===== config.mk =====
export PLATFORM = sky130hd
export DESIGN_NAME = lpm_pads
export DESIGN_NICKNAME = d
export VERILOG_FILES = /design/src/design/lpm_pkg.sv /design/src/design/lpm_pads.sv
export VERILOG_INCLUDE_DIRS = /design/src /design/src/design
export SDC_FILE = /design/constraint.sdc
export NUM_CORES = 1
export LEC_CHECK = 0
export BUFFER_PORTS_ARGS = -buffer_cell sky130_fd_sc_hd__buf_4
export CAP_MARGIN = 20
export CELL_PAD_IN_SITES_DETAIL_PLACEMENT = 0
export CELL_PAD_IN_SITES_GLOBAL_PLACEMENT = 1
export CORE_AREA = 4 4 201 203
export DETAILED_ROUTE_END_ITERATION = 8
export DIE_AREA = 0 0 205 207
export GPL_TIMING_DRIVEN = 0
export HOLD_SLACK_MARGIN = 0.08
export PLACE_DENSITY_LB_ADDON = 0.1
export SLEW_MARGIN = 20
export SYNTH_ARGS = -nofsm -noshare
export SYNTH_HDL_FRONTEND = slang
export SYNTH_SLANG_ARGS = --single-unit

===== constraint.sdc =====
create_clock -name i_clock -period 10.7 [get_ports i_clock]
set_clock_uncertainty 0.05 [all_clocks]
set_input_delay 1.07 -clock i_clock [delete_from_list [all_inputs] [get_ports i_clock]]
set_output_delay 1.07 -clock i_clock [all_outputs]
set_load 0.01 [all_outputs]

===== src/design/lpm_defs.svh =====
`ifndef LPM_DEFS_SVH
`define LPM_DEFS_SVH
// Core clock and memory clock timing
`define LPM_CLK_PS 4000
`define LPM_CK_HALF_NS 8
`define LPM_CK_HALF_CYC ((`LPM_CK_HALF_NS * 1000 + `LPM_CLK_PS - 1) / `LPM_CLK_PS)
// Pad widths
`define LPM_CA_W 6
`define LPM_CS_W 4
`define LPM_CKE_W 2
`define LPM_DQ_W 32
`define LPM_LANES 4
`define LPM_NARROW_LANES 2
// AXI widths
`define LPM_ID_W 6
`define LPM_ADDR_W 32
`define LPM_LEN_W 8
// Command codes on the command/address bus
`define LPM_CA_WRITE 6'h04
`define LPM_CA_READ 6'h02
`define LPM_CA_IDLE 6'h00
// Data bus inversion threshold (ones in a byte)
`define LPM_DBI_ONES 4'h4
// Response codes
`define LPM_RESP_OKAY 2'h0
`endif


===== src/design/lpm_pkg.sv =====
`include "lpm_defs.svh"
package lpm_pkg;
	// Core-side request of one AXI4 port
	typedef struct packed {
		logic awvalid;
		logic [`LPM_ID_W-1:0] awid;
		logic [`LPM_ADDR_W-1:0] awaddr;
		logic [`LPM_LEN_W-1:0] awlen;
		logic wvalid;
		logic [`LPM_DQ_W-1:0] wdata;
		logic [`LPM_LANES-1:0] wstrb;
		logic wlast;
		logic bready;
		logic arvalid;
		logic [`LPM_ID_W-1:0] arid;
		logic [`LPM_ADDR_W-1:0] araddr;
		logic [`LPM_LEN_W-1:0] arlen;
		logic rready;
	} lpm_axi_req_t;
	// Core-side response of one AXI4 port
	typedef struct packed {
		logic awready;
		logic wready;
		logic bvalid;
		logic [`LPM_ID_W-1:0] bid;
		logic [1:0] bresp;
		logic arready;
		logic rvalid;
		logic [`LPM_ID_W-1:0] rid;
		logic [`LPM_DQ_W-1:0] rdata;
		logic [1:0] rresp;
		logic rlast;
	} lpm_axi_rsp_t;
	// Pad outputs toward the memory; *_oe_n low while driving
	typedef struct packed {
		logic [`LPM_CA_W-1:0] ca;
		logic [`LPM_CS_W-1:0] cs_n;
		logic [`LPM_CKE_W-1:0] cke;
		logic rst_n;
		logic mem_clock_true;
		logic mem_clock_comp;
		logic [`LPM_DQ_W-1:0] dq;
		logic [`LPM_DQ_W-1:0] dq_oe_n;
		logic [`LPM_LANES-1:0] dqs_t;
		logic [`LPM_LANES-1:0] dqs_c;
		logic [`LPM_LANES-1:0] dqs_oe_n;
		logic [`LPM_LANES-1:0] mem_mask_invert;
		logic [`LPM_LANES-1:0] mask_oe_n;
	} lpm_pad_out_t;
	// Pad inputs from the memory
	typedef struct packed {
		logic [`LPM_DQ_W-1:0] dq;
		logic [`LPM_LANES-1:0] dqs_t;
		logic [`LPM_LANES-1:0] dqs_c;
		logic [`LPM_LANES-1:0] mem_mask_invert;
	} lpm_pad_in_t;
	typedef enum logic [2:0] {
		ST_IDLE, ST_CMD, ST_ADDR, ST_WRITE, ST_BRESP, ST_READ
	} lpm_state_t;
endpackage : lpm_pkg


===== src/design/lpm_pads.sv =====
`timescale 1ns/1ps
`default_nettype none
`include "lpm_defs.svh"
// Summary of operation
// [RL1] Serves LPDDR4 and LPDDR4x parts with a data bus of sixteen or thirty-two bits.
// [RL2] Two independent full-duplex AXI4 ports face the core logic; the code serves one read or one write at a time across both ports.
// [RL3] The memory pads are reached only through this controller, never directly.
// [RL4] A six-bit command/address bus is driven to the memory.
// [RL5] Four active-low chip selects are driven, one per rank or channel.
// [RL6] Two active-high clock enables are driven; dropping them idles the memory.
// [RL7] An active-low reset is driven; low holds the memory in reset.
// [RL8] The memory clock leaves as a true and complement pair in opposite phase.
// [RL9] The data bus is driven by this end for writes and by the memory for reads.
// [RL10] Strobes are differential pairs per byte, ours on writes, the memory's on reads.
// [RL11] Each byte lane has a two-way mask/inversion line, mask high or inversion flag.
// [RL12] With write inversion on, a lane's flag is high when its byte goes out inverted.
// [RL13] With read inversion on, the memory raises the flag of a byte it returns inverted.
// [RL14] One strobe pair per byte on writes, lane 0's strobe for all bytes on reads, one flag per byte; read inversion is undone.
// [RL15] In narrow mode the upper lanes stay undriven and their inputs are ignored.
module lpm_pads (
	input wire logic i_clock,
	input wire logic i_rst,
	input wire logic i_wide,
	input wire logic i_dbi_wr_en,
	input wire logic i_dbi_rd_en,
	input wire logic [`LPM_CKE_W-1:0] i_cke_req,
	input wire logic i_mem_reset_req,
	input wire lpm_pkg::lpm_axi_req_t i_axi [2],
	output lpm_pkg::lpm_axi_rsp_t o_axi [2],
	input wire lpm_pkg::lpm_pad_in_t i_pad,
	output lpm_pkg::lpm_pad_out_t o_pad
);
	localparam logic [3:0] CK_HALF = 4'(`LPM_CK_HALF_CYC);

	// ------------------------------------------------------------
	// State
	// ------------------------------------------------------------
	lpm_pkg::lpm_state_t state_q, state_d;
	lpm_pkg::lpm_pad_out_t pad_q, pad_d;
	lpm_pkg::lpm_axi_rsp_t rsp_q [2];
	lpm_pkg::lpm_axi_rsp_t rsp_d [2];
	logic [3:0] div_q;
	logic port_q, port_d, last_q, last_d, wr_q, wr_d;
	logic [`LPM_ID_W-1:0] id_q, id_d;
	logic [`LPM_ADDR_W-1:0] addr_q, addr_d;
	logic [`LPM_LEN_W-1:0] len_q, len_d, beat_q, beat_d;
	logic [`LPM_DQ_W-1:0] wraw_q, wraw_d;
	// Synchronisers for the memory-driven pads
	logic dqs_s1, dqs_s2, dqs_s3;
	logic [`LPM_DQ_W-1:0] dq_s1, dq_s2;
	logic [`LPM_LANES-1:0] dm_s1, dm_s2;

	// ------------------------------------------------------------
	// Decode
	// ------------------------------------------------------------
	wire tick = (div_q == CK_HALF - 4'h1);
	wire rise = tick && !pad_q.mem_clock_true;
	wire [1:0] want = {i_axi[1].awvalid | i_axi[1].arvalid,
		i_axi[0].awvalid | i_axi[0].arvalid};
	// Rotate priority so neither port can starve the other
	wire pick = want[!last_q] ? !last_q : last_q;
	wire pick_wr = i_axi[pick].awvalid;
	wire [`LPM_LANES-1:0] lane_on = i_wide ? 4'hf : 4'h3; // RL1 RL15
	wire dqs_edge = dqs_s2 ^ dqs_s3;
	wire w_ok = i_axi[port_q].wvalid;
	wire b_done = rsp_q[port_q].bvalid && i_axi[port_q].bready;
	wire r_done = rsp_q[port_q].rvalid && i_axi[port_q].rready;
	logic [`LPM_DQ_W-1:0] w_out, r_in;
	logic [`LPM_LANES-1:0] w_inv;

	// ------------------------------------------------------------
	// Per-lane inversion
	// ------------------------------------------------------------
	// Each byte owns one flag and, on writes, one strobe pair; reads use lane 0's strobe
	for (genvar k = 0; k < `LPM_LANES; k++) begin : g_lane
		wire [7:0] wb = i_axi[port_q].wdata[8*k +: 8];
		wire [3:0] ones = 4'($countones(wb));
		assign w_inv[k] = i_dbi_wr_en && (ones > `LPM_DBI_ONES); // RL12
		assign w_out[8*k +: 8] = w_inv[k] ? ~wb : wb;
		// Undo the memory's inversion; upper lanes read zero when narrow
		assign r_in[8*k +: 8] = lane_on[k] ?
			(dq_s2[8*k +: 8] ^ {8{i_dbi_rd_en & dm_s2[k]}}) : 8'h00; // RL14 RL15
	end

	// ------------------------------------------------------------
	// Next state
	// ------------------------------------------------------------
	always_comb begin
		state_d = state_q;
		pad_d = pad_q;
		rsp_d = rsp_q;
		port_d = port_q;
		last_d = last_q;
		wr_d = wr_q;
		id_d = id_q;
		addr_d = addr_q;
		len_d = len_q;
		beat_d = beat_q;
		wraw_d = wraw_q;
		for (int p = 0; p < 2; p++) begin
			rsp_d[p].awready = 1'b0;
			rsp_d[p].arready = 1'b0;
			rsp_d[p].wready = 1'b0;
		end
		if (tick) begin
			pad_d.mem_clock_true = !pad_q.mem_clock_true; // RL8
			pad_d.mem_clock_comp = pad_q.mem_clock_true; // RL8
		end
		pad_d.cke = i_cke_req; // RL6
		pad_d.rst_n = !i_mem_reset_req; // RL7
		unique case (state_q)
			lpm_pkg::ST_IDLE: begin
				if (rise && want != 2'b00) begin
					port_d = pick;
					last_d = pick;
					wr_d = pick_wr;
					id_d = pick_wr ? i_axi[pick].awid : i_axi[pick].arid;
					addr_d = pick_wr ? i_axi[pick].awaddr : i_axi[pick].araddr;
					len_d = pick_wr ? i_axi[pick].awlen : i_axi[pick].arlen;
					beat_d = '0;
					rsp_d[pick].awready = pick_wr; // RL2
					rsp_d[pick].arready = !pick_wr; // RL2
					state_d = lpm_pkg::ST_CMD;
				end
			end
			lpm_pkg::ST_CMD: begin
				if (rise) begin
					pad_d.cs_n = ~(4'h1 << addr_q[31:30]); // RL5
					pad_d.ca = wr_q ? `LPM_CA_WRITE : `LPM_CA_READ; // RL4
					state_d = lpm_pkg::ST_ADDR;
				end
			end
			lpm_pkg::ST_ADDR: begin
				if (rise) begin
					pad_d.ca = addr_q[7:2]; // RL4
					state_d = wr_q ? lpm_pkg::ST_WRITE : lpm_pkg::ST_READ;
				end
			end
			lpm_pkg::ST_WRITE: begin
				if (rise) begin
					pad_d.cs_n = '1;
					pad_d.ca = `LPM_CA_IDLE;
					if (w_ok) begin
						// Only used lanes leave the pads; the rest float
						pad_d.dq_oe_n = ~{{8{lane_on[3]}}, {8{lane_on[2]}},
							{8{lane_on[1]}}, {8{lane_on[0]}}}; // RL9 RL15
						pad_d.dqs_oe_n = ~lane_on; // RL10
						pad_d.mask_oe_n = ~lane_on; // RL11
						pad_d.dq = w_out; // RL9
						pad_d.mem_mask_invert = i_dbi_wr_en ? w_inv :
							~i_axi[port_q].wstrb; // RL11 RL12
						wraw_d = i_axi[port_q].wdata;
						rsp_d[port_q].wready = 1'b1; // RL2
						beat_d = beat_q + 8'h01;
						if (beat_q == len_q || i_axi[port_q].wlast) begin
							state_d = lpm_pkg::ST_BRESP;
						end
					end else begin
						pad_d.dq_oe_n = '1;
						pad_d.dqs_oe_n = '1;
						pad_d.mask_oe_n = '1;
					end
				end
				pad_d.dqs_t = {4{pad_q.mem_clock_true}} & lane_on; // RL10
				pad_d.dqs_c = ~pad_d.dqs_t; // RL10
			end
			lpm_pkg::ST_BRESP: begin
				if (rise || b_done) begin // No lane may stay driven in idle
					pad_d.dq_oe_n = '1;
					pad_d.dqs_oe_n = '1;
					pad_d.mask_oe_n = '1;
					pad_d.dqs_t = '0;
					pad_d.dqs_c = '1;
				end
				rsp_d[port_q].bvalid = 1'b1; // RL2
				rsp_d[port_q].bid = id_q;
				rsp_d[port_q].bresp = `LPM_RESP_OKAY;
				if (b_done) begin
					rsp_d[port_q].bvalid = 1'b0;
					state_d = lpm_pkg::ST_IDLE;
				end
			end
			lpm_pkg::ST_READ: begin
				if (rise) begin
					pad_d.cs_n = '1;
					pad_d.ca = `LPM_CA_IDLE;
				end
				if (r_done) begin
					rsp_d[port_q].rvalid = 1'b0;
					if (rsp_q[port_q].rlast) begin
						state_d = lpm_pkg::ST_IDLE;
					end
				end
				// A new beat wins over the handshake that clears valid
				if (dqs_edge && beat_q <= len_q && !rsp_q[port_q].rlast) begin
					rsp_d[port_q].rvalid = 1'b1; // RL9
					rsp_d[port_q].rdata = r_in; // RL14
					rsp_d[port_q].rid = id_q;
					rsp_d[port_q].rresp = `LPM_RESP_OKAY;
					rsp_d[port_q].rlast = (beat_q == len_q);
					beat_d = beat_q + 8'h01;
				end
				if (r_done && rsp_q[port_q].rlast) begin
					rsp_d[port_q].rlast = 1'b0;
				end
			end
		endcase
	end

	// ------------------------------------------------------------
	// Registers
	// ------------------------------------------------------------
	// Idle pads: all lanes released, memory held in reset, clock low
	always_ff @(posedge i_clock or posedge i_rst) begin
		if (i_rst) begin
			state_q <= lpm_pkg::ST_IDLE;
			pad_q <= '{ca: '0, cs_n: '1, cke: '0, rst_n: 1'b0,
				mem_clock_true: 1'b0, mem_clock_comp: 1'b1, dq: '0,
				dq_oe_n: '1, dqs_t: '0, dqs_c: '1, dqs_oe_n: '1,
				mem_mask_invert: '0, mask_oe_n: '1};
			rsp_q <= '{default: '0};
			div_q <= '0;
			{port_q, last_q, wr_q} <= '0;
			{id_q, addr_q, len_q, beat_q, wraw_q} <= '0;
		end else begin
			state_q <= state_d;
			pad_q <= pad_d;
			rsp_q <= rsp_d;
			div_q <= tick ? 4'h0 : div_q + 4'h1;
			{port_q, last_q, wr_q} <= {port_d, last_d, wr_d};
			{id_q, addr_q, len_q, beat_q, wraw_q} <=
				{id_d, addr_d, len_d, beat_d, wraw_d};
		end
	end

	// Memory-driven pads pass two flops before any logic reads them
	always_ff @(posedge i_clock or posedge i_rst) begin
		if (i_rst) begin
			{dqs_s1, dqs_s2, dqs_s3} <= '0;
			{dq_s1, dq_s2, dm_s1, dm_s2} <= '0;
		end else begin
			{dqs_s1, dqs_s2, dqs_s3} <= {i_pad.dqs_t[0], dqs_s1, dqs_s2};
			{dq_s1, dq_s2} <= {i_pad.dq, dq_s1};
			{dm_s1, dm_s2} <= {i_pad.mem_mask_invert, dm_s1};
		end
	end

	assign o_pad = pad_q; // RL3
	assign o_axi = rsp_q;
endmodule : lpm_pads
`default_nettype wire


Yosys cells after proc, flatten, opt, wreduce, memory -nomap -nowiden
Index checks and enable logic that the tools add are counted.
{ "word_totals": {"register_bits": 345, "output_inout_bits": 207, "elab_cells": 273} }
{ "classes": {"n_addsub": 30, "n_lt_le_gt_ge": 10, "n_eq_ne": 19, "shift": 1, "n_mux": 103, "bitwise": 23, "reduce_logical": 37} }
{ "ops": {"columns": ["op", "n"], "rows": [
  ["bitwise mux 108 bit", 14],
  ["two-way mux 108 bit", 9],
  ["demux 54 bit (select 1 bit)", 11],
  ["case mux 108 bit (4 select lines)", 1],
  ["two-way mux 134 bit", 3],
  ["two-way mux 87 bit", 3],
  ["two-way mux 52 bit", 4],
  ["two-way mux 8 bit", 13],
  ["two-way mux 32 bit", 3],
  ["case mux 44 bit (2 select lines)", 1],
  ["two-way mux 54 bit", 1],
  ["two-way mux 53 bit", 1],
  ["two-way mux 51 bit", 1],
  ["two-way mux 45 bit", 1],
  ["two-way mux 44 bit", 1],
  ["two-way mux 43 bit", 1],
  ["two-way mux 42 bit", 1],
  ["two-way mux 41 bit", 1],
  ["two-way mux 3 bit", 12],
  ["two-way mux 35 bit", 1],
  ["adder 1 x 1 -> 2 bit", 16],
  ["NOT 32 bit", 1],
  ["NOT 8 bit", 4],
  ["XOR 8 bit", 4],
  ["other kinds (45)", 115]
]} }

Depth between registers and ports, before layout
Gate-level depths: netlist of run 1.
{ "logic_depth": {"word_depth": 18, "depth_mapped": 18, "ltp_nobuf": 15} }

Least setup slack after synthesis of run 1
OpenSTA, ideal clock, no wires.
{ "synth_timing": {"path_kind": "reg2reg", "startpoint": "reg, netlist name last_q", "endpoint": "reg pad_q (netlist bit o_pad[4])", "arrival_time_ns": 4.817, "required_time_ns": 10.522, "path_slack_ns": 5.705, "stages_incl_launch_ff": 18, "n_path_buf": 3, "synth_period_minus_slack_ns": 4.995, "cell_sequence": "dfrtp_1 -> clkbuf_1 -> buf_1 -> clkbuf_1 -> mux2_2 -> fa_1 -> fa_1 -> inv_1 -> fa_1 -> inv_1 -> ha_1 -> fa_1 -> nor2_1 -> o21ai_0 -> o2bb2ai_1 -> nand2_1 -> o21ai_0 -> mux2_1"} }
{ "synth_lines": {"columns": ["element", "line_no", "text"], "rows": [
  ["to (signal assigned)", "lpm_pads.sv:217", "pad_q <= '{ca: '0, cs_n: '1, cke: '0, rst_n: 1'b0,"],
  ["to (signal assigned)", "lpm_pads.sv:227", "pad_q <= pad_d;"],
  ["to (decl)", "lpm_pads.sv:39", "lpm_pkg::lpm_pad_out_t pad_q, pad_d;"]
]} }

==> impl_summary.log, run 1 <==
[metrics] outcome: finished clean
[metrics] global placement routability congestion: 0.779
[metrics] type of destination of the critical path: register
[metrics] final wirelength: 41.6 mm
[metrics] global-route wire length before repair: 63.7 mm
[metrics] signal arrival time at the worst endpoint: 6.66 ns
[metrics] yosys warns: 0
[metrics] fill cell total of the finished layout: 3,630
[metrics] number of enable flip-flop cells after synthesis: 0
[metrics] max_cap viols: 0
[metrics] initial core utilization: 32.7%
[metrics] multi-input gate area in the final layout: 4870 µm²
[metrics] via count of the first global-routing pass: 10,500
[metrics] antenna violations before repair: 0
[metrics] crit share post-route: 58.9%
[metrics] count of mapped cells out of synthesis: 1,083
[metrics] most frequent cells in the layout: sky130_fd_sc_hd__buf_4, sky130_fd_sc_hd__dfrtp_1, sky130_fd_sc_hd__nand2_1
[metrics] die footprint: 42,400 µm²
[metrics] Tightest Pin Transition: 1.10 ns
[metrics] reg2reg path depth: 18
[metrics] GR Overflow Total: 0
[metrics] DRC errors left: 0
[metrics] number of top-level pins: 527
[metrics] die width: 205 µm
[metrics] clock input transition at the sequential cells of the worst setup and hold paths: 0.06 ns
[metrics] die height: 207 µm
[metrics] average cell area after synthesis: 11.6 µm²
[metrics] most frequent standard cell in the layout excluding fill and tap cells: sky130_fd_sc_hd__buf_4
[metrics] static leakage power: 8.73 nW
[metrics] Post-CTS Hold Fix Bufs: 0
[metrics] final max-slew violation count: 0
[metrics] pin count of the biggest net entering global routing: 102
[metrics] DRT iter0 DRCs: 514
[metrics] layout cell share with drive strength beyond 1: 37.8%
[metrics] Port Buf Inserts: 421
[metrics] area taken by flip-flops and latches: 7050 µm²
[metrics] Post-synth top flop: sky130_fd_sc_hd__dfrtp_1
[metrics] num rows: 72
[metrics] core box area: 38,500 µm²
[metrics] Layout Nets: 1,901
[metrics] RSZ-0062 raised after global routing: no
[metrics] count of H-tree levels built during CTS: 2
[metrics] startpoint-to-endpoint class of the critical path: register to register
[metrics] power per standard cell area: 152 nW/µm²
[metrics] clock tree root buffer cell: sky130_fd_sc_hd__clkbuf_16
[metrics] number of instances on the worst hold path: 0
[metrics] maximum fanout along the worst path: 10
[metrics] startpoint type of the worst setup path: register
[metrics] Sinks on Clock Net: 281
[metrics] post-synthesis instance area: 12,600 µm²
[metrics] worst supply voltage drop on vdd: 85.2 µV
[metrics] data required time of the critical path: 11.05 ns
[metrics] Fmax: 159 MHz
[metrics] router iterations before antenna repair: 5
[metrics] distinct cell type count after synthesis: 58
[metrics] area grow syn2layout: 40.5%
[metrics] minimum period implied by the final worst setup slack: 6.30 ns
[metrics] mean number of vias per cell: 4.74
[metrics] CTS tree: yes
[metrics] GR Util All Layers: 19.1%
[metrics] setup tns final: 0 ns
[metrics] clock buffers created by TritonCTS: 35
[metrics] Gates resized, CTS repair: 0
[metrics] clk buf depth: 3
[metrics] overall power consumption: 2.69 mW
[metrics] Post CTS Setup Buffer Count: 0
[metrics] Vias: 9,895
[metrics] clock latency at the later pin of the worst-skew pair: 0.52 ns
[metrics] detailed-placement wirelength estimate: 31.5 mm
[metrics] synthesized flop and latch total: 281
[metrics] class of the worst hold path: register to register
[metrics] post-synthesis sequential area ratio: 56.0%
[metrics] Async S/R FF share, synth: 100%
[metrics] number of hold violations in the final report: 0
[metrics] worst relative slew slack: 26.6%
[metrics] antenna diode count: 0
[metrics] routed wirelength normalized by instance count: 19.9 µm
[metrics] net count after synthesis: 1,440
[metrics] post-detailed-route count of antenna-violating nets: 0
[metrics] number of setup violations in the final report: 0
## synth_stat cells (8+ instances only)
| cell type | count | share of area, % |
|---|---|---|
| sky130_fd_sc_hd__buf_2 | 8 | 0.32 |
| sky130_fd_sc_hd__mux2_2 | 48 | 4.3 |
| sky130_fd_sc_hd__mux2_1 | 10 | 0.90 |
| sky130_fd_sc_hd__a21o_1 | 24 | 1.4 |
| sky130_fd_sc_hd__nor2_1 | 29 | 0.87 |
| sky130_fd_sc_hd__clkbuf_1 | 41 | 1.2 |
| sky130_fd_sc_hd__a222oi_1 | 22 | 1.8 |
| sky130_fd_sc_hd__o21ai_0 | 19 | 0.76 |
| sky130_fd_sc_hd__xnor2_1 | 47 | 3.3 |
| sky130_fd_sc_hd__buf_4 | 40 | 2.4 |
| sky130_fd_sc_hd__and2_1 | 8 | 0.40 |
| sky130_fd_sc_hd__ha_1 | 21 | 2.1 |
| sky130_fd_sc_hd__o21ai_1 | 43 | 1.7 |
| sky130_fd_sc_hd__dfstp_2 | 11 | 2.3 |
| sky130_fd_sc_hd__a21oi_1 | 45 | 1.8 |
| sky130_fd_sc_hd__buf_1 | 11 | 0.33 |
| sky130_fd_sc_hd__nand4_1 | 8 | 0.40 |
| sky130_fd_sc_hd__mux2i_1 | 15 | 1.2 |
| sky130_fd_sc_hd__dfrtp_1 | 270 | 54 |
| sky130_fd_sc_hd__fa_1 | 16 | 2.5 |
| sky130_fd_sc_hd__nand2_1 | 132 | 3.9 |
| sky130_fd_sc_hd__xor2_1 | 22 | 1.5 |
| sky130_fd_sc_hd__and3_1 | 9 | 0.45 |
| sky130_fd_sc_hd__nand3_1 | 12 | 0.48 |
| sky130_fd_sc_hd__inv_1 | 31 | 0.92 |
| sky130_fd_sc_hd__nor2b_1 | 10 | 0.50 |
| sky130_fd_sc_hd__o2bb2ai_1 | 68 | 4.7 |
## metrics by stage
step                utilization [%]  cells  setup slack (ns)  hold WS, ns  cell area [µm²]
floorplan                         -   1083              1.85        0.281            12600
global placement               42.6   2022             -1.74        0.282            16400
detailed placement             42.8   2025              4.20        0.286            16500
CTS                            45.9   2088              4.20        0.295            17700
global route                   45.9   2088              3.96        0.295            17700
finish                         45.9   2088              4.40        0.293            17700
## logic make-up after synthesis
kind of cell               after synthesis  share of synthesized area, %
AOI/OAI and AO/OA                      258                          14.6
xor gates and xnor gates                69                          4.80
adders and majority gates               37                          4.63
buffers and inverters                  133                          5.30
DFF                                    281                          56.0
muxes                                   73                          6.38
and+or+nand+nor                        232                          8.32
## worst paths after layout
kind,to,slack (ns),start
worst min-delay path,dq_s2[1]$_DFF_PP0_,0.29,dq_s1[1]$_DFF_PP0_
max in group asynchronous,o_pad[91]$_DFFE_PP1P_,9.01,i_rst
worst min register to register,dq_s2[1]$_DFF_PP0_,0.29,dq_s1[1]$_DFF_PP0_
worst max-delay path,o_pad[7]$_DFFE_PP0P_,4.40,last_q$_DFFE_PP0P_
worst max register to register,o_pad[7]$_DFFE_PP0P_,4.40,last_q$_DFFE_PP0P_
min in group asynchronous,o_pad[86]$_DFF_PP0_,0.38,i_rst
## routing by layer
layer	routed length [µm]	GRT usage, %
met2	20100	32.0
met1	17300	24.7
met4	750	4.60
met3	3410	5.41
met5	0	0
## layout make-up
class | instances | share of cell area [%]
clock buffer | 50 | 5.73
clock inverter | 13 | 1.02
timing repair buffer | 424 | 18.4
tap | 518 | 3.67
inverter | 32 | 0.722
multi-input combinational | 669 | 27.5
buffer | 101 | 3.09
sequential | 281 | 39.9
## critical path, cell delays in order (launching register included)
cell and delay [ns]:
sky130_fd_sc_hd__dfrtp_1 0.32, sky130_fd_sc_hd__clkbuf_1 0.52, sky130_fd_sc_hd__buf_1 0.62, sky130_fd_sc_hd__clkbuf_1 0.80, sky130_fd_sc_hd__mux2i_1 0.33, sky130_fd_sc_hd__fa_1 0.57
sky130_fd_sc_hd__inv_1 0.05, sky130_fd_sc_hd__fa_1 0.49, sky130_fd_sc_hd__inv_1 0.05, sky130_fd_sc_hd__fa_1 0.47, sky130_fd_sc_hd__inv_1 0.05, sky130_fd_sc_hd__ha_1 0.21
sky130_fd_sc_hd__fa_1 0.48, sky130_fd_sc_hd__nor2_1 0.14, sky130_fd_sc_hd__o21ai_0 0.09, sky130_fd_sc_hd__o2bb2ai_1 0.12, sky130_fd_sc_hd__nand2_1 0.36, sky130_fd_sc_hd__o21ai_0 0.16
sky130_fd_sc_hd__mux2_1 0.31
## power by group
part           switching [mW]  internal, mW
Clock                   0.463         0.758
Sequential             0.0209          1.10
Combinational           0.173         0.176
Total                   0.657          2.04
## registers in the layout, indices dropped and copies added, names as in the netlist, 3 cells and up
register,count
o_axi,108
o_pad,59
dq_s1,32
dq_s2,32
addr_q,8
beat_q,8
len_q,8
id_q,6
div_q,4
dm_s1,4
dm_s2,4
state_q,3
No activity file was read; power rests on OpenSTA's default activity.
==> inputs of run 2 (changes only) <==
clock period = 5.91 ns   (was 10.7 ns; I/O delays follow)
==> run 2 against run 1 <==
Compared with the run above:
- clock power grew 70%
- utilization grew 0.098 points
- count of clock-buffer cells in the layout grew 2
- critical path depth shrank 2
- non-clock buffer count grew 5
- sequential power grew 81%
- worst setup slack lost 3.9 ns
- register-to-register slack lost 3.9 ns
- die area is the same
- largest cell class unchanged
- largest power group unchanged
==> impl_summary.log, run 2 (synthesis gave the netlist of run 1 again) <==
[metrics] Fmax: 183 MHz (was 159 MHz)
[metrics] cell with the most instances on the worst path: sky130_fd_sc_hd__fa_1 (unchanged)
[metrics] Power Internal: 3.55 mW (was 2.04 mW)
[metrics] count of H-tree levels built during CTS: 2 (unchanged)
[metrics] maximum fanout along the worst path: 10 (unchanged)
[metrics] Clk network pwr share: 43.7% (was 45.3%)
[metrics] crit share post-route: 92.4% (was 58.9%)
[metrics] global placement routability congestion: 0.814 (was 0.779)
[metrics] power per standard cell area: 268 nW/µm² (was 152 nW/µm²)
[metrics] static leakage power: 8.75 nW (was 8.73 nW)
[metrics] worst stage delay on the critical path: 0.61 ns (was 0.80 ns)
[metrics] worst relative slew slack: 46.0% (was 26.6%)
[metrics] flip-flop count of the largest register, all copies and words added: 108 (unchanged)
[metrics] Post CTS Setup Buffer Count: 0 (unchanged)
[metrics] area grow syn2layout: 40.8% (was 40.5%)
[metrics] clock input transition at the sequential cells of the worst setup and hold paths: 0.06 ns (about the same)
[metrics] detailed-placement wirelength estimate: 32.1 mm (was 31.5 mm)
[metrics] Vias: 9,861 (was 9,895)
[metrics] combinational share of power: 13.5% (was 13.0%)
[metrics] max_cap viols: 0 (unchanged)
[metrics] DRC errors left: 0 (unchanged)
[metrics] RSZ-0062 raised after global routing: no (unchanged)
[metrics] startpoint type of the worst setup path: register (unchanged)
[metrics] clock buffers created by TritonCTS: 34 (was 35)
[metrics] outcome: finished clean (unchanged)
[metrics] final wirelength: 41.6 mm (about the same)
[metrics] GR Util All Layers: 19.4% (was 19.1%)
[metrics] Post-CTS Hold Fix Bufs: 0 (unchanged)
[metrics] power share of the sequential group: 42.8% (was 41.7%)
[metrics] pin count of the biggest net entering global routing: 36 (was 102)
[metrics] worst supply voltage drop on vdd: 165 µV (was 85.2 µV)
[metrics] Critical-path top delay cell: sky130_fd_sc_hd__dfrtp_1 (was sky130_fd_sc_hd__clkbuf_1)
[metrics] most frequent standard cell in the layout excluding fill and tap cells: sky130_fd_sc_hd__buf_4 (unchanged)
[metrics] routed wirelength normalized by instance count: 19.9 µm (about the same)
[metrics] switching component of the power: 1.19 mW (was 0.657 mW)
[metrics] post-detailed-route count of antenna-violating nets: 0 (unchanged)
[metrics] startpoint-to-endpoint class of the critical path: register to register (unchanged)
[metrics] layout cell share with drive strength beyond 1: 38.6% (was 37.8%)
[metrics] clock latency at the later pin of the worst-skew pair: 0.52 ns (about the same)
[metrics] switch share: 25.1% (was 24.4%)
[metrics] final core utilization: 46.0% (was 45.9%)
[metrics] fill cell total of the finished layout: 3,634 (was 3,630)
[metrics] clk buf depth: 3 (unchanged)
[metrics] antenna violations before repair: 0 (unchanged)
[metrics] Tightest Pin Transition: 0.810 ns (was 1.10 ns)
[metrics] Layout Nets: 1,905 (was 1,901)
[metrics] final-layout worst hold slack: 0.127 ns (was 0.293 ns)
[metrics] setup tns final: 0 ns (unchanged)
[metrics] die height: 207 µm (unchanged)
[metrics] class of the worst hold path: primary input to async pin (was register to register)
[metrics] GR Overflow Total: 0 (unchanged)
[metrics] signal arrival time at the worst endpoint: 5.81 ns (was 6.66 ns)
[metrics] number of hold violations in the final report: 0 (unchanged)
[metrics] overall power consumption: 4.74 mW (was 2.69 mW)
[metrics] most frequent cells in the layout: sky130_fd_sc_hd__buf_4, sky130_fd_sc_hd__dfrtp_1, sky130_fd_sc_hd__nand2_1 (unchanged)
[metrics] core box area: 38,500 µm² (unchanged)
[metrics] count of buffering cells on the critical path with inverters included: 4 (was 6)
[metrics] Sinks on Clock Net: 281 (unchanged)
[metrics] router iterations before antenna repair: 7 (was 5)
[metrics] clock tree root buffer cell: sky130_fd_sc_hd__clkbuf_16 (unchanged)
[metrics] number of setup violations in the final report: 0 (unchanged)
[metrics] global-route wire length before repair: 64.3 mm (was 63.7 mm)
[metrics] minimum period implied by the final worst setup slack: 5.46 ns (was 6.30 ns)
[metrics] die footprint: 42,400 µm² (unchanged)
[metrics] Port Buf Inserts: 421 (unchanged)
[metrics] Gates resized, CTS repair: 5 (was 0)
[metrics] number of top-level pins: 527 (unchanged)
[metrics] initial core utilization: 32.7% (unchanged)
[metrics] num rows: 72 (unchanged)
[metrics] via count of the first global-routing pass: 10,700 (was 10,500)
[metrics] DRT iter0 DRCs: 481 (was 514)
[metrics] antenna diode count: 0 (unchanged)
[metrics] CTS tree: yes (unchanged)
[metrics] final max-slew violation count: 0 (unchanged)
[metrics] die width: 205 µm (unchanged)
[metrics] cell family contributing the most delay on the critical path: adder cells (unchanged)
[metrics] type of destination of the critical path: register (unchanged)
[metrics] data required time of the critical path: 6.26 ns (was 11.05 ns)
[metrics] mean number of vias per cell: 4.71 (was 4.74)
[metrics] cell breakdown of the critical path: buf_2 -> clkdlybuf4s15_2 -> mux2_2 -> fa_1 -> fa_1 -> inv_1 -> fa_1 -> inv_1 -> ha_1 -> fa_1 -> nor2_1 -> o21ai_0 -> o2bb2ai_1 -> nand2_1 -> o21ai_0 -> mux2_1 (was clkbuf_1 -> buf_1 -> clkbuf_1 -> mux2i_1 -> fa_1 -> inv_1 -> fa_1 -> inv_1 -> fa_1 -> inv_1 -> ha_1 -> fa_1 -> nor2_1 -> o21ai_0 -> o2bb2ai_1 -> nand2_1 -> o21ai_0 -> mux2_1)
run 2: worst paths after layout:
| kind | cells past startpoint | slack [ns] | endpoint | startpoint |
|---|---|---|---|---|
| worst max register to register | 16 | 0.45 | o_pad[4]$_DFFE_PP0P_ | last_q$_DFFE_PP0P_ |
| max in group asynchronous | 5 | 4.55 | o_pad[84]$_DFFE_PP1N_ | i_rst |
| min in group i_clock | 1 | 0.13 | dm_s1[0]$_DFF_PP0_ | i_pad[0] |
| worst min-delay path | 2 | 0.13 | dq_s2[30]$_DFF_PP0_ | i_rst |
| worst max-delay path | 16 | 0.45 | o_pad[4]$_DFFE_PP0P_ | last_q$_DFFE_PP0P_ |
| worst min register to register | 0 | 0.30 | dm_s2[2]$_DFF_PP0_ | dm_s1[2]$_DFF_PP0_ |
run 2: layer usage:
layer	wire length [µm]	up-vias	track usage, %
met1	17400	4784	25.0
met3	3190	50	5.43
li1	-	4706	-
met4	782	0	4.78
met5	0	-	0
met2	20300	321	32.4
run 2: stage by stage:
step / instance area (µm²) / worst slack [ns] / cells
floorplan: 12600 / 0.915 / 1083
global placement: 16400 / -0.469 / 2022
detailed placement: 16600 / -0.553 / 2031
CTS: 17700 / 0.0495 / 2093
global route: 17700 / 0.165 / 2092
finish: 17700 / 0.448 / 2092
run 2: power by group through the flow:
stage | Combinational, mW | Sequential (mW) | Clock [mW]
6_report | 0.640 | 2.03 | 2.07
5_1_grt | 0.723 | 2.04 | 2.23
4_1_cts | 0.657 | 2.03 | 2.14
3_5_place_dp | 0.656 | 2.07 | 0
3_3_place_gp | 0.635 | 2.06 | 0
2_1_floorplan | 0.323 | 2.08 | 0
run 2: area by class of cell:
| cell class | count | area [µm²] | share of cell area [%] |
|---|---|---|---|
| Tap cell | 518 | 648 | 3.66 |
| Timing Repair Buffer | 430 | 3340 | 18.9 |
| Clock buffer | 52 | 1050 | 5.93 |
| Multi-Input combinational cell | 669 | 4870 | 27.5 |
| Sequential cell | 281 | 7050 | 39.8 |
| Clock inverter | 10 | 73.8 | 0.417 |
| Inverter | 32 | 124 | 0.699 |
| Buffer | 100 | 556 | 3.14 |
run 2: worst register-to-register path, delay by kind of cell, from the launching register on:
family                     cells  cell delay, ns
and+or+nand+nor                2            0.48
DFF                            1            0.61
buffers and inverters          4            0.98
muxes                          2            0.75
AOI/OAI and AO/OA              3            0.37
adders and majority gates      5            2.10
==> inputs of run 3 (changes only) <==
CORE_AREA = 4 4 204 206   (was 4 4 201 203)
CTS_BUF_LIST = sky130_fd_sc_hd__clkbuf_8   (was unset)
DIE_AREA = 0 0 208 210   (was 0 0 205 207)
PLACE_DENSITY = 0.8   (was unset)
PLACE_DENSITY_LB_ADDON = unset   (was 0.1)
==> run 3 against run 2 <==
Compared with the run above:
- critical path depth is the same
- global-route usage shrank 1.0 points
- hold slack gained 0.034 ns
- combinational power grew 3.9%
- sequential share of layout area shrank 0.79 points
- worst setup slack lost 0.023 ns
- maximum frequency shrank 0.41%
- cell count grew 3.7%
==> impl_summary.log, run 3 (synthesis gave the netlist of run 1 again) <==
[metrics] num rows: 73 (was 72)
[metrics] worst relative slew slack: 46.3% (was 46.0%)
[metrics] class of the worst hold path: primary input to register (was primary input to async pin)
[metrics] power per standard cell area: 252 nW/µm² (was 268 nW/µm²)
[metrics] minimum period implied by the final worst setup slack: 5.49 ns (was 5.46 ns)
[metrics] final max-slew violation count: 0 (unchanged)
[metrics] DP Worst Slack: -0.685 ns (was -0.553 ns)
[metrics] layout cell share with drive strength beyond 1: 38.1% (was 38.6%)
[metrics] clk buf depth: 3 (unchanged)
[metrics] number of hold violations in the final report: 0 (unchanged)
[metrics] mean number of vias per cell: 4.77 (was 4.71)
[metrics] reg2reg path depth: 16 (unchanged)
[metrics] type of destination of the critical path: register (unchanged)
[metrics] die footprint: 43,700 µm² (was 42,400 µm²)
[metrics] crit share post-route: 92.8% (was 92.4%)
[metrics] worst supply voltage drop on vdd: 156 µV (was 165 µV)
[metrics] static leakage power: 8.97 nW (was 8.75 nW)
[metrics] fin area: 18,100 µm² (was 17,700 µm²)
[metrics] most frequent cells in the layout: sky130_fd_sc_hd__buf_4, sky130_fd_sc_hd__dfrtp_1, sky130_fd_sc_hd__nand2_1 (unchanged)
[metrics] number of top-level pins: 527 (unchanged)
[metrics] setup tns final: 0 ns (unchanged)
[metrics] Layout Nets: 1,962 (was 1,905)
[metrics] number of instances on the worst hold path: 2
[metrics] final core utilization: 45.6% (was 46.0%)
[metrics] RSZ-0062 raised after global routing: no (unchanged)
[metrics] final-layout worst hold slack: 0.161 ns (was 0.127 ns)
[metrics] post-detailed-route count of antenna-violating nets: 0 (unchanged)
[metrics] reg-to-reg critical path startpoint: last_q$_DFFE_PP0P_ (unchanged)
[metrics] detailed-placement wirelength estimate: 31.2 mm (was 32.1 mm)
[metrics] Vias: 10,300 (was 9,861)
[metrics] GR Overflow Total: 0 (unchanged)
[metrics] CTS tree: yes (unchanged)
[metrics] most frequent standard cell in the layout excluding fill and tap cells: sky130_fd_sc_hd__buf_4 (unchanged)
[metrics] Sinks on Clock Net: 281 (unchanged)
[metrics] pin count of the biggest net entering global routing: 36 (unchanged)
[metrics] signal arrival time at the worst endpoint: 5.91 ns (was 5.81 ns)
[metrics] outcome: finished clean (unchanged)
[metrics] capturing point of the worst reg2reg path: o_pad[5]$_DFFE_PP0P_ (was o_pad[4]$_DFFE_PP0P_)
[metrics] Post CTS Setup Buffer Count: 0 (unchanged)
[metrics] clock tree root buffer cell: sky130_fd_sc_hd__clkbuf_8 (was sky130_fd_sc_hd__clkbuf_16)
[metrics] global-route wire length before repair: 63.5 mm (was 64.3 mm)
[metrics] flip-flop count of the largest register, all copies and words added: 108 (unchanged)
[metrics] final wirelength: 41.1 mm (was 41.6 mm)
[metrics] fill cell total of the finished layout: 3,681 (was 3,634)
[metrics] die width: 208 µm (was 205 µm)
[metrics] router iterations before antenna repair: 7 (unchanged)
[metrics] DRC errors left: 0 (unchanged)
[metrics] Port Buf Inserts: 421 (unchanged)
[metrics] area grow syn2layout: 43.6% (was 40.8%)
[metrics] global placement routability congestion: 0.927 (was 0.814)
[metrics] worst path setup slack after routing: 0.425 ns (was 0.448 ns)
[metrics] initial core utilization: 31.7% (was 32.7%)
[metrics] number of setup violations in the final report: 0 (unchanged)
[metrics] antenna diode count: 0 (unchanged)
[metrics] GR Util All Layers: 18.4% (was 19.4%)
[metrics] Hold Path End: o_pad[10]$_DFFE_PP1P_
[metrics] start point of the worst min-delay path: i_wide
[metrics] core box area: 39,600 µm² (was 38,500 µm²)
[metrics] worst setup slack for register-to-register paths: 0.42 ns (was 0.45 ns)
[metrics] die height: 210 µm (was 207 µm)
[metrics] via count of the first global-routing pass: 11,100 (was 10,700)
[metrics] clock input transition at the sequential cells of the worst setup and hold paths: 0.06 ns (about the same)
[metrics] count of H-tree levels built during CTS: 2 (unchanged)
[metrics] antenna violations before repair: 0 (unchanged)
[metrics] Tightest Pin Transition: 0.805 ns (was 0.810 ns)
[metrics] max_cap viols: 0 (unchanged)
[metrics] startpoint type of the worst setup path: register (unchanged)
[metrics] startpoint-to-endpoint class of the critical path: register to register (unchanged)
[metrics] clock buffers created by TritonCTS: 50 (was 34)
[metrics] DRT iter0 DRCs: 562 (was 481)
[metrics] instance area after placement: 16,600 µm² (about the same)
[metrics] Fmax: 182 MHz (was 183 MHz)
[metrics] data required time of the critical path: 6.34 ns (was 6.26 ns)
[metrics] routed wirelength normalized by instance count: 18.9 µm (was 19.9 µm)
[metrics] clock latency at the later pin of the worst-skew pair: 0.61 ns (was 0.52 ns)
[metrics] maximum fanout along the worst path: 10 (unchanged)
-- run 3: worst max path at each step --
stage	from	end	slack [ns]
finish	last_q$_DFFE_PP0P_	o_pad[5]$_DFFE_PP0P_	0.42
floorplan	last_q$_DFFE_PP0P_	o_pad[4]$_DFFE_PP0P_	0.92
detailed placement	last_q$_DFFE_PP0P_	o_pad[7]$_DFFE_PP0P_	-0.69
global placement	last_q$_DFFE_PP0P_	o_pad[7]$_DFFE_PP0P_	-0.58
CTS	last_q$_DFFE_PP0P_	o_pad[4]$_DFFE_PP0P_	0.04
global route	last_q$_DFFE_PP0P_	o_pad[7]$_DFFE_PP0P_	0.08
-- run 3: power breakdown --
group / switching, mW / total, mW / leakage [nW] / internal [mW]
Combinational: 0.321 / 0.665 / 4.74 / 0.344
Sequential: 0.0380 / 2.03 / 3.62 / 2.00
Clock: 0.831 / 1.86 / 0.601 / 1.03
Total: 1.19 / 4.56 / 8.97 / 3.37
-- run 3: through the flow --
step / cells / power [mW]
final: 2169 / 4.56
after global routing: 2169 / 4.80
after detailed placement: 2038 / 2.72
after global placement: 2029 / 2.69
after CTS: 2169 / 4.63
after floorplan: 1083 / 2.40
-- run 3: timing repair --
action | in CTS | in global routing
setup endpoints to repair | 36 | 12
hold buffers | 41 | 0
hold endpoints to repair | 63 | 0
gates resized for setup | 6 | 5
-- run 3: area by class of cell --
class | instances | area [µm²] | share of cell area, %
tap | 525 | 657 | 3.63
clock inverter | 30 | 205 | 1.14
timing repair buffer | 471 | 3770 | 20.8
inverter | 32 | 124 | 0.685
buffer | 100 | 561 | 3.10
clock buffer | 61 | 840 | 4.65
multi-input combinational | 669 | 4870 | 27.0
sequential | 281 | 7050 | 39.0
-- run 3: layer usage --
| metal | part of all wire [%] | global-route usage, % | vias to the layer above | wire, µm |
|---|---|---|---|---|
| met5 | 0 | 0 | - | 0 |
| met3 | 7.5 | 5.49 | 67 | 3090 |
| met1 | 40 | 22.2 | 5015 | 16600 |
| met4 | 2.7 | 5.82 | 0 | 1130 |
| li1 | - | - | 4835 | - |
| met2 | 49 | 31.8 | 419 | 20200 |
-- run 3: critical path, cell delays in order (launching register included) --
cell and delay, ns:
sky130_fd_sc_hd__dfrtp_2 0.53, sky130_fd_sc_hd__clkdlybuf4s15_2 0.50, sky130_fd_sc_hd__clkbuf_2 0.37, sky130_fd_sc_hd__mux2_2 0.45, sky130_fd_sc_hd__fa_1 0.51, sky130_fd_sc_hd__fa_1 0.50
sky130_fd_sc_hd__inv_1 0.05, sky130_fd_sc_hd__fa_1 0.48, sky130_fd_sc_hd__inv_1 0.04, sky130_fd_sc_hd__ha_1 0.20, sky130_fd_sc_hd__fa_1 0.47, sky130_fd_sc_hd__nor2_1 0.14
sky130_fd_sc_hd__o21ai_0 0.09, sky130_fd_sc_hd__o2bb2ai_1 0.12, sky130_fd_sc_hd__nand2_1 0.35, sky130_fd_sc_hd__o21ai_0 0.17, sky130_fd_sc_hd__mux2_1 0.32
